File: src/hw/tws_pkg.sv
package tws_pkg;

    // register index on the plain register port
    localparam int          REG_AW                  = 3;
    localparam logic [2:0]  OFS_MODULE_CONTROL      = 3'h0;
    localparam logic [2:0]  OFS_BUS_STATUS_CONTROL  = 3'h1;
    localparam logic [2:0]  OFS_OWN_SLAVE_ADDRESS   = 3'h2;
    localparam logic [2:0]  OFS_SHARED_DATA_BYTE    = 3'h3;
    localparam logic [2:0]  OFS_BUS_TIMEOUT_CONTROL = 3'h4;
    localparam logic [2:0]  OFS_PIN_PULLUP          = 3'h5;

    // module_control fields
    localparam int          MC_MODE_LSB   = 5;
    localparam int          MC_UNUSED_BIT = 4;
    localparam int          MC_DEB_LSB    = 2;
    localparam int          MC_EN_BIT     = 1;
    localparam int          MC_ICF_BIT    = 0;

    // bus_status_control fields
    localparam int          BS_DONE_BIT   = 7;
    localparam int          BS_AMATCH_BIT = 6;
    localparam int          BS_BUSY_BIT   = 5;
    localparam int          BS_HTX_BIT    = 4;
    localparam int          BS_ACK_TO_SEND_BIT   = 3;
    localparam int          BS_RW_BIT     = 2;
    localparam int          BS_WAKE_BIT   = 1;
    localparam int          BS_RXACK_BIT  = 0;

    // reset values
    localparam logic [2:0]  MODE_RST      = 3'h7;
    localparam logic [1:0]  DEB_RST       = 2'h0;
    localparam logic        DONE_RST      = 1'b1;
    localparam logic        RXACK_RST     = 1'b1;
    localparam logic [1:0]  LINE_IDLE     = 2'h3;

    // function modes
    localparam logic [2:0]  MODE_SPI_SLAVE       = 3'h5;
    localparam logic [2:0]  MODE_TWO_WIRE_SLAVE  = 3'h6;
    localparam logic [2:0]  MODE_OFF             = 3'h7;

    // debounce selections and their lengths in system clocks
    localparam logic [1:0]  DEB_SEL_NONE  = 2'h0;
    localparam logic [1:0]  DEB_SEL_TWO   = 2'h1;
    localparam logic [2:0]  DEB_CNT_NONE  = 3'h0;
    localparam logic [2:0]  DEB_CNT_TWO   = 3'h2;
    localparam logic [2:0]  DEB_CNT_FOUR  = 3'h4;

    // line indices
    localparam int          LINE_SCL      = 0;
    localparam int          LINE_SDA      = 1;
    localparam logic [3:0]  BITS_PER_BYTE = 4'h8;

    typedef enum logic [3:0] {
        ST_IDLE,
        ST_ADDR,
        ST_ADDR_ACK,
        ST_HOLD,
        ST_RX,
        ST_RX_ACK,
        ST_TX,
        ST_TX_ACK,
        ST_WAIT
    } tws_state_e;

endpackage : tws_pkg

File: src/hw/tws_slave.sv
// The strobed register port and the register addresses were chosen for this implementation.
`timescale 1ns/1ps
// Function
// only slave role: slave transmit and slave receive byte transfers
// data and clock lines only ever pulled low, open-drain
// no select pin; selection purely by address on the bus
// own address in bits 7..1, bit 0 plain read/write storage
// address equal to own address selects this slave for the transfer
// clock glitch filter: 00 none, 01 two clocks, 1x four clocks
// filter selection applies only in two-wire slave mode 110
// system clock must exceed minimum set by bus speed and filter
// 3-bit mode: spi master, spi slave 101, two-wire 110, off 111
// enable low releases lines and drops module activity
// enable bit effective only with configuration option enabled
// enable rising keeps direction and ack-to-send bits
// enable rising resets done, match, busy, read/write, received-ack flags
// all bus data passes through one shared data register
// own address shares location with spi second control register
// module control bit 4 reads zero
// pull-up controls stay effective while interface is active
// filter accepts a level only after stable for selected cycles
module tws_slave
    import tws_pkg::*;
#(
    parameter int DEBOUNCE_MAX = 4
) (
    // clock and reset
    input  wire logic              sys_clk,
    input  wire logic              sys_rst,
    // configuration option
    input  wire logic              cfg_option_enable,
    // register port
    input  wire logic [REG_AW-1:0] reg_addr,
    input  wire logic [7:0]        reg_wdata,
    input  wire logic              reg_wr,
    input  wire logic              reg_rd,
    output logic      [7:0]        reg_rdata,
    // bus clock line
    input  wire logic              scl_in,
    output logic                   scl_out,
    output logic                   scl_oe,
    // bus data line
    input  wire logic              sda_in,
    output logic                   sda_out,
    output logic                   sda_oe,
    // pin pull-ups and activity
    output logic                   scl_pullup_en,
    output logic                   sda_pullup_en,
    output logic                   module_active
);

    // refused at elaboration: the debounce counter is three bits wide
    if (DEBOUNCE_MAX < int'(DEB_CNT_FOUR) || DEBOUNCE_MAX > 7) begin : g_bad_debounce
        $error("tws_slave: DEBOUNCE_MAX must be 4..7");
    end

    typedef struct packed {
        logic [1:0]      sync1;
        logic [1:0]      sync2;
        logic [1:0]      filt;
        logic [1:0][2:0] dcnt;
        logic [1:0]      prev;
        logic [2:0]      mode;
        logic [1:0]      deb;
        logic            en;
        logic            en_prev;
        logic            icf;
        logic            done;
        logic            amatch;
        logic            busy;
        logic            transmit_direction;
        logic            ack_to_send;
        logic            rw;
        logic            wake;
        logic            rxack;
        logic [7:0]      own;
        logic [7:0]      data;
        logic [7:0]      tout;
        logic [1:0]      pull;
        tws_state_e      st;
        logic [3:0]      bitcnt;
        logic [7:0]      shift;
        logic            sda_oe;
        logic            scl_oe;
        logic [1:0]      line_out;
        logic [7:0]      rdata;
        logic            active;
    } tws_regs_s;

    tws_regs_s q;
    tws_regs_s next_q;

    always_comb begin
        logic [2:0] thresh;
        logic       scl_rise;
        logic       scl_fall;
        logic       start_seen;
        logic       stop_seen;
        logic       run;
        logic       wr_data;
        logic       rd_data;
        logic [7:0] tx_byte;
        thresh     = DEB_CNT_NONE;
        scl_rise   = 1'b0;
        scl_fall   = 1'b0;
        start_seen = 1'b0;
        stop_seen  = 1'b0;
        run        = 1'b0;
        wr_data    = 1'b0;
        rd_data    = 1'b0;
        tx_byte    = 8'h00;
        next_q     = q;

        // two-flop synchronisers for both lines
        next_q.sync1 = {sda_in, scl_in};
        next_q.sync2 = q.sync1;

        // filter length, only honoured in two-wire mode
        if (q.mode == MODE_TWO_WIRE_SLAVE) begin
            if (q.deb == DEB_SEL_NONE) begin
                thresh = DEB_CNT_NONE;
            end else if (q.deb == DEB_SEL_TWO) begin
                thresh = DEB_CNT_TWO;
            end else begin
                thresh = DEB_CNT_FOUR;
            end
        end

        // both lines pass the same filter so data stays aligned with clock
        for (int i = 0; i < 2; i++) begin
            if (thresh == DEB_CNT_NONE) begin
                next_q.filt[i] = q.sync2[i];
                next_q.dcnt[i] = 3'h0;
            end else if (q.sync2[i] != q.filt[i]) begin
                if (3'(q.dcnt[i] + 3'h1) >= thresh) begin
                    next_q.filt[i] = q.sync2[i];
                    next_q.dcnt[i] = 3'h0;
                end else begin
                    next_q.dcnt[i] = 3'(q.dcnt[i] + 3'h1);
                end
            end else begin
                next_q.dcnt[i] = 3'h0;
            end
        end
        next_q.prev = q.filt;

        scl_rise   = q.filt[LINE_SCL] & ~q.prev[LINE_SCL];
        scl_fall   = ~q.filt[LINE_SCL] & q.prev[LINE_SCL];
        start_seen = q.filt[LINE_SCL] & q.prev[LINE_SCL] & q.prev[LINE_SDA] & ~q.filt[LINE_SDA];
        stop_seen  = q.filt[LINE_SCL] & q.prev[LINE_SCL] & ~q.prev[LINE_SDA] & q.filt[LINE_SDA];

        run           = cfg_option_enable & q.en & (q.mode == MODE_TWO_WIRE_SLAVE);
        next_q.active = cfg_option_enable & q.en;
        wr_data       = reg_wr & (reg_addr == OFS_SHARED_DATA_BYTE);
        rd_data       = reg_rd & (reg_addr == OFS_SHARED_DATA_BYTE);
        tx_byte       = wr_data ? reg_wdata : q.data;

        // register writes by software
        if (reg_wr) begin
            case (reg_addr)
                OFS_MODULE_CONTROL: begin
                    next_q.mode = reg_wdata[MC_MODE_LSB +: 3];
                    next_q.deb  = reg_wdata[MC_DEB_LSB +: 2];
                    next_q.en   = reg_wdata[MC_EN_BIT];
                    next_q.icf  = reg_wdata[MC_ICF_BIT];
                end
                OFS_BUS_STATUS_CONTROL: begin
                    next_q.transmit_direction  = reg_wdata[BS_HTX_BIT];
                    next_q.ack_to_send = reg_wdata[BS_ACK_TO_SEND_BIT];
                    next_q.wake = reg_wdata[BS_WAKE_BIT];
                end
                OFS_OWN_SLAVE_ADDRESS: begin
                    next_q.own = reg_wdata;
                end
                OFS_SHARED_DATA_BYTE: begin
                    next_q.data = reg_wdata;
                end
                OFS_BUS_TIMEOUT_CONTROL: begin
                    next_q.tout = reg_wdata;
                end
                OFS_PIN_PULLUP: begin
                    next_q.pull = reg_wdata[1:0];
                end
                default: begin
                end
            endcase
        end

        // bus engine; slave only, no master states exist
        if (!run) begin
            next_q.st     = ST_IDLE;
            next_q.sda_oe = 1'b0;
            next_q.scl_oe = 1'b0;
        end else if (start_seen) begin
            next_q.st     = ST_ADDR;
            next_q.bitcnt = 4'h0;
            next_q.busy   = 1'b1;
            next_q.amatch = 1'b0;
            next_q.sda_oe = 1'b0;
            next_q.scl_oe = 1'b0;
        end else if (stop_seen) begin
            next_q.st     = ST_IDLE;
            next_q.busy   = 1'b0;
            next_q.sda_oe = 1'b0;
            next_q.scl_oe = 1'b0;
        end else begin
            case (q.st)
                ST_ADDR: begin
                    if (scl_rise) begin
                        next_q.shift  = {q.shift[6:0], q.filt[LINE_SDA]};
                        next_q.bitcnt = 4'(q.bitcnt + 4'h1);
                    end else if (scl_fall && q.bitcnt == BITS_PER_BYTE) begin
                        if (q.shift[7:1] == q.own[7:1]) begin
                            next_q.amatch = 1'b1;
                            next_q.rw     = q.shift[0];
                            next_q.done   = 1'b1;
                            next_q.sda_oe = 1'b1;
                            next_q.st     = ST_ADDR_ACK;
                        end else begin
                            next_q.st = ST_WAIT;
                        end
                    end
                end
                ST_ADDR_ACK, ST_RX_ACK: begin
                    if (scl_fall) begin
                        next_q.sda_oe = 1'b0;
                        next_q.scl_oe = 1'b1;
                        next_q.st     = ST_HOLD;
                    end
                end
                ST_HOLD: begin
                    // clock held low until software touches the data byte
                    if (wr_data || rd_data) begin
                        next_q.done   = 1'b0;
                        next_q.scl_oe = 1'b0;
                        next_q.bitcnt = 4'h0;
                        if (q.transmit_direction) begin
                            next_q.shift  = tx_byte;
                            next_q.sda_oe = ~tx_byte[7];
                            next_q.st     = ST_TX;
                        end else begin
                            next_q.sda_oe = 1'b0;
                            next_q.st     = ST_RX;
                        end
                    end
                end
                ST_RX: begin
                    if (scl_rise) begin
                        next_q.shift  = {q.shift[6:0], q.filt[LINE_SDA]};
                        next_q.bitcnt = 4'(q.bitcnt + 4'h1);
                    end else if (scl_fall && q.bitcnt == BITS_PER_BYTE) begin
                        next_q.data   = q.shift;
                        next_q.done   = 1'b1;
                        next_q.sda_oe = ~q.ack_to_send;
                        next_q.st     = ST_RX_ACK;
                    end
                end
                ST_TX: begin
                    if (scl_rise) begin
                        next_q.bitcnt = 4'(q.bitcnt + 4'h1);
                    end else if (scl_fall) begin
                        if (q.bitcnt == BITS_PER_BYTE) begin
                            next_q.sda_oe = 1'b0;
                            next_q.st     = ST_TX_ACK;
                        end else begin
                            next_q.shift  = {q.shift[6:0], 1'b0};
                            next_q.sda_oe = ~q.shift[6];
                        end
                    end
                end
                ST_TX_ACK: begin
                    if (scl_rise) begin
                        next_q.rxack = q.filt[LINE_SDA];
                        next_q.done  = 1'b1;
                    end else if (scl_fall) begin
                        if (!q.rxack) begin
                            next_q.scl_oe = 1'b1;
                            next_q.st     = ST_HOLD;
                        end else begin
                            next_q.st = ST_WAIT;
                        end
                    end
                end
                ST_IDLE, ST_WAIT: begin
                end
                default: begin
                    next_q.st = ST_IDLE;
                end
            endcase
        end

        // enable rising in two-wire mode: flags to defaults, controls kept
        next_q.en_prev = q.en;
        if (q.en && !q.en_prev && q.mode == MODE_TWO_WIRE_SLAVE) begin
            next_q.done   = DONE_RST;
            next_q.amatch = 1'b0;
            next_q.busy   = 1'b0;
            next_q.rw     = 1'b0;
            next_q.rxack  = RXACK_RST;
        end

        // read data stands the cycle after the read strobe
        next_q.rdata = 8'h00;
        if (reg_rd) begin
            case (reg_addr)
                OFS_MODULE_CONTROL: begin
                    next_q.rdata = {q.mode, 1'b0, q.deb, q.en, q.icf};
                end
                OFS_BUS_STATUS_CONTROL: begin
                    next_q.rdata = {q.done, q.amatch, q.busy, q.transmit_direction, q.ack_to_send, q.rw, q.wake, q.rxack};
                end
                OFS_OWN_SLAVE_ADDRESS: begin
                    next_q.rdata = q.own;
                end
                OFS_SHARED_DATA_BYTE: begin
                    next_q.rdata = q.data;
                end
                OFS_BUS_TIMEOUT_CONTROL: begin
                    next_q.rdata = q.tout;
                end
                OFS_PIN_PULLUP: begin
                    next_q.rdata = {6'h00, q.pull};
                end
                default: begin
                    next_q.rdata = 8'h00;
                end
            endcase
        end
        next_q.line_out = 2'h0;
    end

    always_ff @(posedge sys_clk or posedge sys_rst) begin
        if (sys_rst) begin
            q          <= '0;
            q.sync1    <= LINE_IDLE;
            q.sync2    <= LINE_IDLE;
            q.filt     <= LINE_IDLE;
            q.prev     <= LINE_IDLE;
            q.mode     <= MODE_RST;
            q.deb      <= DEB_RST;
            q.done     <= DONE_RST;
            q.rxack    <= RXACK_RST;
            q.st       <= ST_IDLE;
        end else begin
            q <= next_q;
        end
    end

    assign reg_rdata     = q.rdata;
    assign scl_out       = q.line_out[LINE_SCL];
    assign scl_oe        = q.scl_oe;
    assign sda_out       = q.line_out[LINE_SDA];
    assign sda_oe        = q.sda_oe;
    assign scl_pullup_en = q.pull[LINE_SCL];
    assign sda_pullup_en = q.pull[LINE_SDA];
    assign module_active = q.active;

endmodule : tws_slave

File: config.mk
export PLATFORM = sky130hd
export DESIGN_NAME = tws_slave
export DESIGN_NICKNAME = d
export VERILOG_FILES = /design/src/hw/tws_pkg.sv /design/src/hw/tws_slave.sv
export SDC_FILE = /design/constraint.sdc
export NUM_CORES = 1
export LEC_CHECK = 0
export ABC_AREA = 1
export BUFFER_PORTS_ARGS = -buffer_cell sky130_fd_sc_hd__buf_4
export CORE_AREA = 2 2 65 129
export CTS_BUF_LIST = sky130_fd_sc_hd__clkbuf_16
export CTS_CLUSTER_SIZE = 10
export DETAILED_ROUTE_END_ITERATION = 10
export DIE_AREA = 0 0 67 131
export GPL_ROUTABILITY_DRIVEN = 0
export GPL_TIMING_DRIVEN = 0
export PLACE_DENSITY = 0.86
export SYNTH_ARGS = -nofsm -noshare
export SYNTH_HDL_FRONTEND = slang
export SYNTH_SLANG_ARGS = --single-unit
File: constraint.sdc
create_clock -name sys_clk -period 3.4 [get_ports sys_clk]
set_input_delay 0.17 -clock sys_clk [delete_from_list [all_inputs] [get_ports sys_clk]]
set_output_delay 0.17 -clock sys_clk [all_outputs]
set_load 0.05 [all_outputs]
### Word-level counts from Yosys, hierarchy flattened

Index checks and enable logic that the tools add are counted.

* output and inout port bits: 15
* logic and storage cells: 258
* input bits: 18
* register bits: 83

* multiplexer cells: 99
* bitwise gates (word level): 20
* equal/unequal tests: 57
* magnitude comparators: 2
* reduce and logical (&&, ||, !) cells: 46
* add/subtract/negate cells: 3

Operator list (number)
* $mux W8: 13
* $ne A5 B5 Y1 const B: 13
* $mux W4: 15
* $pmux W8 S6: 1
* $mux W1: 37
* $mux W18: 2
* $pmux W12 S3: 1
* $mux W3: 11
* $pmux W4 S7: 1
* $ne A3 B3 Y1 const B: 9
* $mux W12: 2
* $mux W2: 11
* $reduce_and A10 Y1: 2
* $reduce_bool A2 Y1: 10
* $mux W9: 2
* $reduce_and A6 Y1: 3
* $eq A4 B3 Y1 const B: 4
* $reduce_and A2 Y1: 8
* $reduce_bool A3 Y1: 5
* $ne A2 B2 Y1 const B: 6
* $reduce_and A12 Y1: 1
* $and A1 B1 Y1: 11
* $reduce_and A11 Y1: 1
* $eq A3 B3 Y1 const B: 3
* other kinds (32): 55

### Depth between registers and ports, before layout

Gate-level depths: netlist (run 1).

* depth in word-level cells: 10
* depth in mapped cells: 13

### Worst setup path after synthesis (run 1)

OpenSTA, ideal clock, no wires.

* kind: reg2reg
* start: register q[69] (netlist name)
* end: register q[73] (netlist name)
* setup slack: 1.768 ns
* clock period less this slack: 1.632 ns
* buffers on the path: 0
* stages on the path, launching flop included: 11
* required time: 3.327 ns
* arrival: 1.560 ns
* setup time: 0.073 ns
* cell sequence: dfstp_2 nand2_1 nor2_2 nand3_1 inv_1 ha_1 nand2_1 nand2_1 a21oi_1 nand3_1 nor2_1

RTL lines
* start, declared: line tws_slave.sv:90 `tws_regs_s q;`
* start signal, assigned: line tws_slave.sv:345 `q <= next_q;`

==> results.md, run 1 <==
* Layout Utilization at 0.669
* Io pins at 33
* Syn Inst Count at 585
* Critical path class: reg -> reg
* Worst-path clk slew at 60 ps
* Row count at 46
* Synthesized area at 4560 sq um
* Initial drt markers at 422
* Vias in the first global route at 3,887
* WHS at 98.7 ps
* Layout cells sized above 1 at 0.180
* Via count at 4,142
* Top FF cell, synth: dfrtp_1
* Switching Power at 0.721 mW
* Worst Path Arrival at 2270 ps
* Routed Antenna Nets at 0
* Finished Layout Cells at 730
* Adder-cell share of the synthesized area at 0.0192
* Post-cts sizing count at 0
* Postcts setup bufs at 0
* Max-cap violations at 0
* Fmax at 501 MHz
* Synth area leaders: dfrtp_1 (38%), nand2_1 (13%), dfstp_2 (7.5%)
* Ant diodes at 0
* Slew Viols, Final at 0
* Initial Utilization at 0.582
* Largest family of logic cells by synthesized area: simple AND/OR/NAND/NOR gates
* Port bufs at 29
* Total track usage at 0.282
* H-tree depth at 3
* DIE WIDTH at 67 um
* Worst-path cell chain: nand2_1 > nor2_2 > nand3_1 > inv_1 > ha_1 > nand2_1 > nand2_1 > a21oi_1 > nand3_1 > nor2_1
* Synth top area share at 0.384
* Final Hold Fails at 0
* Slew margin rel. at 0.596
* CTS sink cnt at 83
* Period utilisation layout at 0.587
* Setup TNS Final at 0 ps
* Layout area overhead at 14.8%
* Hold Path Class: in -> reg
* DRT Wirelength at 11.3 mm
* XOR/XNOR Fraction of Synth Area at 0.0173
* Library cells used by synthesis at 40
* Worst EP required at 3670 ps
* Via density at 5.67
* Crit. End Element: flip-flop
* Fin crit period at 2000 ps
* Leakage at 2.64 nW
* Later-pin clock latency in the skew report at 350 ps
* Inserted Clock Buffers at 9
* Switch share at 0.286
* Initial antenna violation count at 0
* Internal at 1.80 mW
* Avg Synthesized Cell Area at 7.79 sq um
* Compound-Gate Fraction of Synth Area at 0.142
* Root Driver: clkbuf_16
* Slowest CP cell: dfstp_2
* Most used cell, CP: nand2_1
* Largest net degree at the start of global routing at 44
* Remaining Overflow, GRT at 0
* TritonCTS clock tree: built
* Wire length per cell at 15.4 um
* Die H at 131 um
* Flop2flop setup slack at 1400 ps
* Seq pwr share at 0.476
* DP Wirelength at 8.13 mm
* Async SR Flop Fraction at 1.00
* Tot Pwr at 2.52 mW
* Drt pass-1 iters at 5
* Die footprint at 8780 sq um
* Core footprint at 7830 sq um
* Final Net Count at 655
* Comb pwr share at 0.148
* RSZ-0062 raised after global routing: false
* Slew @ Worst Pin at 602 ps
* Startpoint types: flip-flop
* Worst vdd ir at 0.348 mV
* Post-synthesis mux area share at 0.00220
* Placed Cells at 712
* Simple-Gate Fraction of Synth Area at 0.272
* Critical path's largest stage delay at 560 ps
* DRC violations left at 0
* Register bit count reported by yosys at 83
* Synth area leader: dfrtp_1
* Status: finished clean
* Syn. warnings at 0
* Seq/Total Area, Yosys at 0.459
* Post-synth EDFFs at 0
* Bufs and invs on worst path at 1
* Worst-path maximum fanout at 4
* Clock network power share at 0.375
* CP top delay family: simple AND/OR/NAND/NOR gates
* Clock buffer depth at 2
* Global-route wire length before repair at 18.3 mm
* Setup violators final at 0
* Skew final at 4.14 ps
* PD cells at 481 nW/um^2
-- timing repair --
action	in CTS	in global routing
endpoints found under the setup margin	0	0
hold endpoints to repair	42	0
hold buffers	3	0
-- cell type report --
cell class / count / area, sq um
clock inverters: 6 / 57.6
multi-input cells: 413 / 2070
fillers: 646 / 2590
flip-flops and latches: 83 / 2090
plain buffers: 20 / 135
well taps: 96 / 120
repair buffers: 33 / 268
clock buffers: 9 / 225
inverters: 70 / 265
-- metal layers --
metal / GRT usage / vias up / share of wire
li1: - / 1981 / -
met5: 0 / - / 0
met2: 0.471 / 214 / 0.51
met3: 0.0385 / 44 / 0.064
met4: 0.164 / 0 / 0.046
met1: 0.341 / 1903 / 0.38
-- path summary, 6_finish.rpt --
check,cells past startpoint,from,to
worst max-delay path,10,q[69],q[74]
worst min-delay path,3,cfg_option_enable,module_active
worst max register to register,10,q[69],q[74]
worst min register to register,0,next_q[81],q[81]
max in group asynchronous,4,sys_rst,next_q[71]
min in group asynchronous,3,sys_rst,reg_rdata[3]
-- kinds of logic after synthesis --
group,Yosys count
AND/OR/NAND/NOR,281
AO/OA/AOI/OAI,113
buffers and inverters,90
flip-flops,83
XOR/XNOR,9
adder cells (fa/ha/maj),7
other,1
multiplexers,1
-- sequential cells by signal, summed over array words and instances, names as in the netlist --
name / cells
q: 65
reg_rdata: 8
next_q: 5
module_active: 1
scl_oe: 1
scl_pullup_en: 1
sda_oe: 1
sda_pullup_en: 1
-- metrics by stage --
step / cell area (sq um) / setup WS, ps
global placement: 4900 / 251
floorplan: 4560 / 1110
finish: 5240 / 1400
detailed placement: 4920 / 1550
global route: 5240 / 1250
CTS: 5240 / 1410
-- layout by cell type (no fill, tap or decap), types with 2 or more instances in the layout --
cell / Yosys / final
nand2_2: 4 / 4
nand3_1: 42 / 42
buf_4: 11 / 40
clkbuf_16: 0 / 9
nand3_2: 2 / 2
a31oi_1: 5 / 5
dfstp_2: 13 / 13
a41oi_1: 2 / 2
xnor2_1: 5 / 5
nor2_1: 39 / 39
clkbuf_1: 4 / 4
o21ai_1: 13 / 13
o22ai_1: 3 / 3
inv_1: 65 / 64
a22oi_1: 3 / 3
inv_2: 4 / 4
ha_1: 7 / 7
dlygate4sd3_1: 0 / 3
buf_2: 3 / 3
nor3_1: 6 / 6
dfrtp_1: 70 / 70
nor2_2: 17 / 17
xor2_1: 4 / 4
conb_1: 1 / 2
nand2_4: 3 / 3
nand2_1: 160 / 160
clkinv_1: 1 / 4
nand4_1: 4 / 4
o211ai_1: 2 / 2
a21oi_1: 18 / 18
buf_6: 2 / 2
o21ai_0: 54 / 54
a21oi_2: 7 / 7
nor2_4: 3 / 3
-- power by group through the flow --
stage,Combinational (mW),Clock [mW],Sequential (mW)
floorplan,0.245,0,1.20
global placement,0.348,0,1.20
detailed placement,0.363,0,1.21
CTS,0.372,0.953,1.20
global route,0.416,0.994,1.21
finish,0.374,0.945,1.20
-- cell usage after synthesis (all sizes together) (2+ instances only) --
cell      n
xor2      4
nand2   167
dfrtp    70
buf      16
a41oi     2
clkbuf    4
dfstp    13
a21oi    25
ha        7
o211ai    2
a31oi     5
nand4     4
o21ai    68
o22ai     3
nor3      7
nor2     59
inv      69
a22oi     3
xnor2     5
nand3    44
-- worst reg2reg max path, cell delays in order (launching register included) --
cell and delay (ps):
dfstp_2 560, nand2_1 80, nor2_2 130, nand3_1 130, inv_1 100, ha_1 230
nand2_1 60, nand2_1 40, a21oi_1 260, nand3_1 190, nor2_1 140
(Power assumes the default switching activity.)
==> run 2: changes to the inputs <==
==> constraint.sdc (replaced) <==
create_clock -name sys_clk -period 2 [get_ports sys_clk]
set_input_delay 0.1 -clock sys_clk [delete_from_list [all_inputs] [get_ports sys_clk]]
set_output_delay 0.1 -clock sys_clk [all_outputs]
set_load 0.05 [all_outputs]
==> run 2 against run 1 <==
- first-iteration DRC count up 15%
- wire length down 0.97%
- die area unchanged
- largest power group unchanged
- critical endpoint is now q[25]
- cell count up 0.14%
- total power up 65%
==> results.md, run 2 (synthesized netlist as in run 1, its figures left out) <==
* Vias in the first global route at 3,841 (was 3,887)
* Layout cells sized above 1 at 0.184 (was 0.180)
* Initial Utilization at 0.582 (unchanged)
* Worst Path Arrival at 2130 ps (was 2270 ps)
* Skew final at 5.42 ps (was 4.14 ps)
* Filler cells at 648 (was 646)
* Hold Path Class: in -> reg (unchanged)
* Slew @ Worst Pin at 842 ps (was 602 ps)
* Internal at 2.93 mW (was 1.80 mW)
* Remaining Overflow, GRT at 0 (unchanged)
* PD cells at 794 nW/um^2 (was 481 nW/um^2)
* Switching Power at 1.22 mW (was 0.721 mW)
* Fin crit period at 1850 ps (was 2000 ps)
* Leakage at 2.64 nW (about the same)
* Crit. End Element: flip-flop (unchanged)
* Most common cell after layout, fill and taps aside: nand2_1 (unchanged)
* Max-cap violations at 0 (unchanged)
* Slowest CP cell: dfstp_2 (unchanged)
* Routed Antenna Nets at 0 (unchanged)
* Critical path's largest stage delay at 560 ps (about the same)
* Switch share at 0.294 (was 0.286)
* Comb pwr share at 0.154 (was 0.148)
* Period utilisation layout at 0.924 (was 0.587)
* Later-pin clock latency in the skew report at 340 ps (was 350 ps)
* Worst vdd ir at 0.454 mV (was 0.348 mV)
* Status: finished clean (unchanged)
* DP Wirelength at 8.15 mm (was 8.13 mm)
* Final Hold Fails at 0 (unchanged)
* Core footprint at 7830 sq um (unchanged)
* Most flops, register: q (unchanged)
* Via count at 4,092 (was 4,142)
* CTS sink cnt at 83 (unchanged)
* Initial drt markers at 487 (was 422)
* RSZ-0062 raised after global routing: false (unchanged)
* Startpoint types: flip-flop (unchanged)
* DIE WIDTH at 67 um (unchanged)
* Worst EP required at 2280 ps (was 3670 ps)
* Ant diodes at 0 (unchanged)
* Die footprint at 8780 sq um (unchanged)
* Multi-input logic area at 2080 sq um (was 2070 sq um)
* Io pins at 33 (unchanged)
* Largest net degree at the start of global routing at 46 (was 44)
* Final Net Count at 655 (unchanged)
* Die H at 131 um (unchanged)
* Worst-path clk slew at 60 ps (about the same)
* Most used cell, CP: nand2_1 (unchanged)
* Wire length per cell at 15.3 um (was 15.4 um)
* Fmax at 541 MHz (was 501 MHz)
* Global-route wire length before repair at 18.3 mm (about the same)
* Port bufs at 29 (unchanged)
* Seq pwr share at 0.490 (was 0.476)
* DRT Wirelength at 11.1 mm (was 11.3 mm)
* Slew Viols, Final at 0 (unchanged)
* Postcts setup bufs at 0 (unchanged)
* Clock buffer depth at 2 (unchanged)
* Critical path class: reg -> reg (unchanged)
* Row count at 46 (unchanged)
* Max reg flops at 65 (unchanged)
* DRC violations left at 0 (unchanged)
* Worst-path maximum fanout at 6 (was 4)
* Root Driver: clkbuf_16 (unchanged)
* Setup violators final at 0 (unchanged)
* TritonCTS clock tree: built (unchanged)
* Setup TNS Final at 0 ps (unchanged)
* Layout area overhead at 14.7% (was 14.8%)
* Worst-path cell chain: nand2_1 > nor2_2 > nand2_1 > nor2_2 > nand3_1 > nand2_1 > nor2_1 > nand3_1 > nand2_1 > nand2_1 (was nand2_1 > nor2_2 > nand3_1 > inv_1 > ha_1 > nand2_1 > nand2_1 > a21oi_1 > nand3_1 > nor2_1)
* Sequential standard cell area at 2090 sq um (unchanged)
* PnR worst setup slack at 152 ps (was 1400 ps)
* Clock network power share at 0.357 (was 0.375)
* H-tree depth at 3 (unchanged)
* Pre-CTS WS at 124 ps (was 1550 ps)
* Inserted Clock Buffers at 9 (unchanged)
* Commonest cells after routing, fill and taps aside: nand2_1 (159), dfrtp_1 (70), inv_1 (66) (was nand2_1 (160), dfrtp_1 (70), inv_1 (64))
* Initial antenna violation count at 0 (unchanged)
* Via density at 5.60 (was 5.67)
* Drt pass-1 iters at 5 (unchanged)
* Total track usage at 0.279 (was 0.282)
* Slew margin rel. at 0.438 (was 0.596)
-- run 2: changes by cell type in the layout (fill, tap and decap cells not counted), sizes merged --
cell      change
bufinv        -1
clkinvlp      +1
inv           +1
-- run 2: layer usage --
layer | GRT usage | routed length, um | up-vias
met2 | 0.450 | 5590 | 174
met3 | 0.0591 | 681 | 35
met5 | 0 | 0 | -
met4 | 0.132 | 387 | 0
li1 | - | - | 1980
met1 | 0.351 | 4490 | 1903
-- run 2: repair_timing --
item	in CTS	in global routing
setup endpoints to repair	0	8
hold buffers	3	0
endpoints found under the hold margin	40	0
gates resized for setup	0	3
-- run 2: area by class of cell --
| class | instances | share of cell area |
|---|---|---|
| buffer | 20 | 0.0258 |
| clock buffer | 9 | 0.0431 |
| clock inverter | 7 | 0.00718 |
| inverter | 70 | 0.0510 |
| multi-input combinational | 413 | 0.398 |
| sequential | 83 | 0.400 |
| tap | 96 | 0.0230 |
| timing repair buffer | 33 | 0.0512 |
-- run 2: worst max-delay path: cells and delay by family, from the launching register on --
kind	cells	cell delay (ps)
AND/OR/NAND/NOR	10	1210
flip-flops	1	560
-- run 2: per-stage QoR --
stage	instances	utilization	area (sq um)	power, mW	hold WS (ps)
final	731	0.668	5230	4.15	37.0
after global routing	731	0.668	5230	4.33	30.1
after CTS	731	0.667	5220	4.16	27.8
after detailed placement	712	0.629	4920	2.67	212
after global placement	711	0.627	4900	2.64	210
after floorplan	586	-	4570	2.45	104
-- run 2: worst paths after layout --
| check | start | end | slack (ps) | cells past startpoint |
|---|---|---|---|---|
| hold / removal | cfg_option_enable | module_active | 40 | 3 |
| hold reg to reg | next_q[82] | q[82] | 350 | 0 |
| setup reg to reg | q[70] | q[25] | 150 | 10 |
| max in group asynchronous | sys_rst | next_q[82] | 780 | 4 |
| min in group asynchronous | sys_rst | reg_rdata[0] | 470 | 3 |
| setup / recovery | q[70] | q[25] | 150 | 10 |
-- run 2: power groups by stage --
stage	Combinational (mW)	Sequential, mW	Clock, mW
floorplan	0.417	2.04	0
global placement	0.593	2.05	0
detailed placement	0.620	2.05	0
CTS	0.633	2.03	1.50
global route	0.709	2.05	1.57
finish	0.638	2.03	1.48
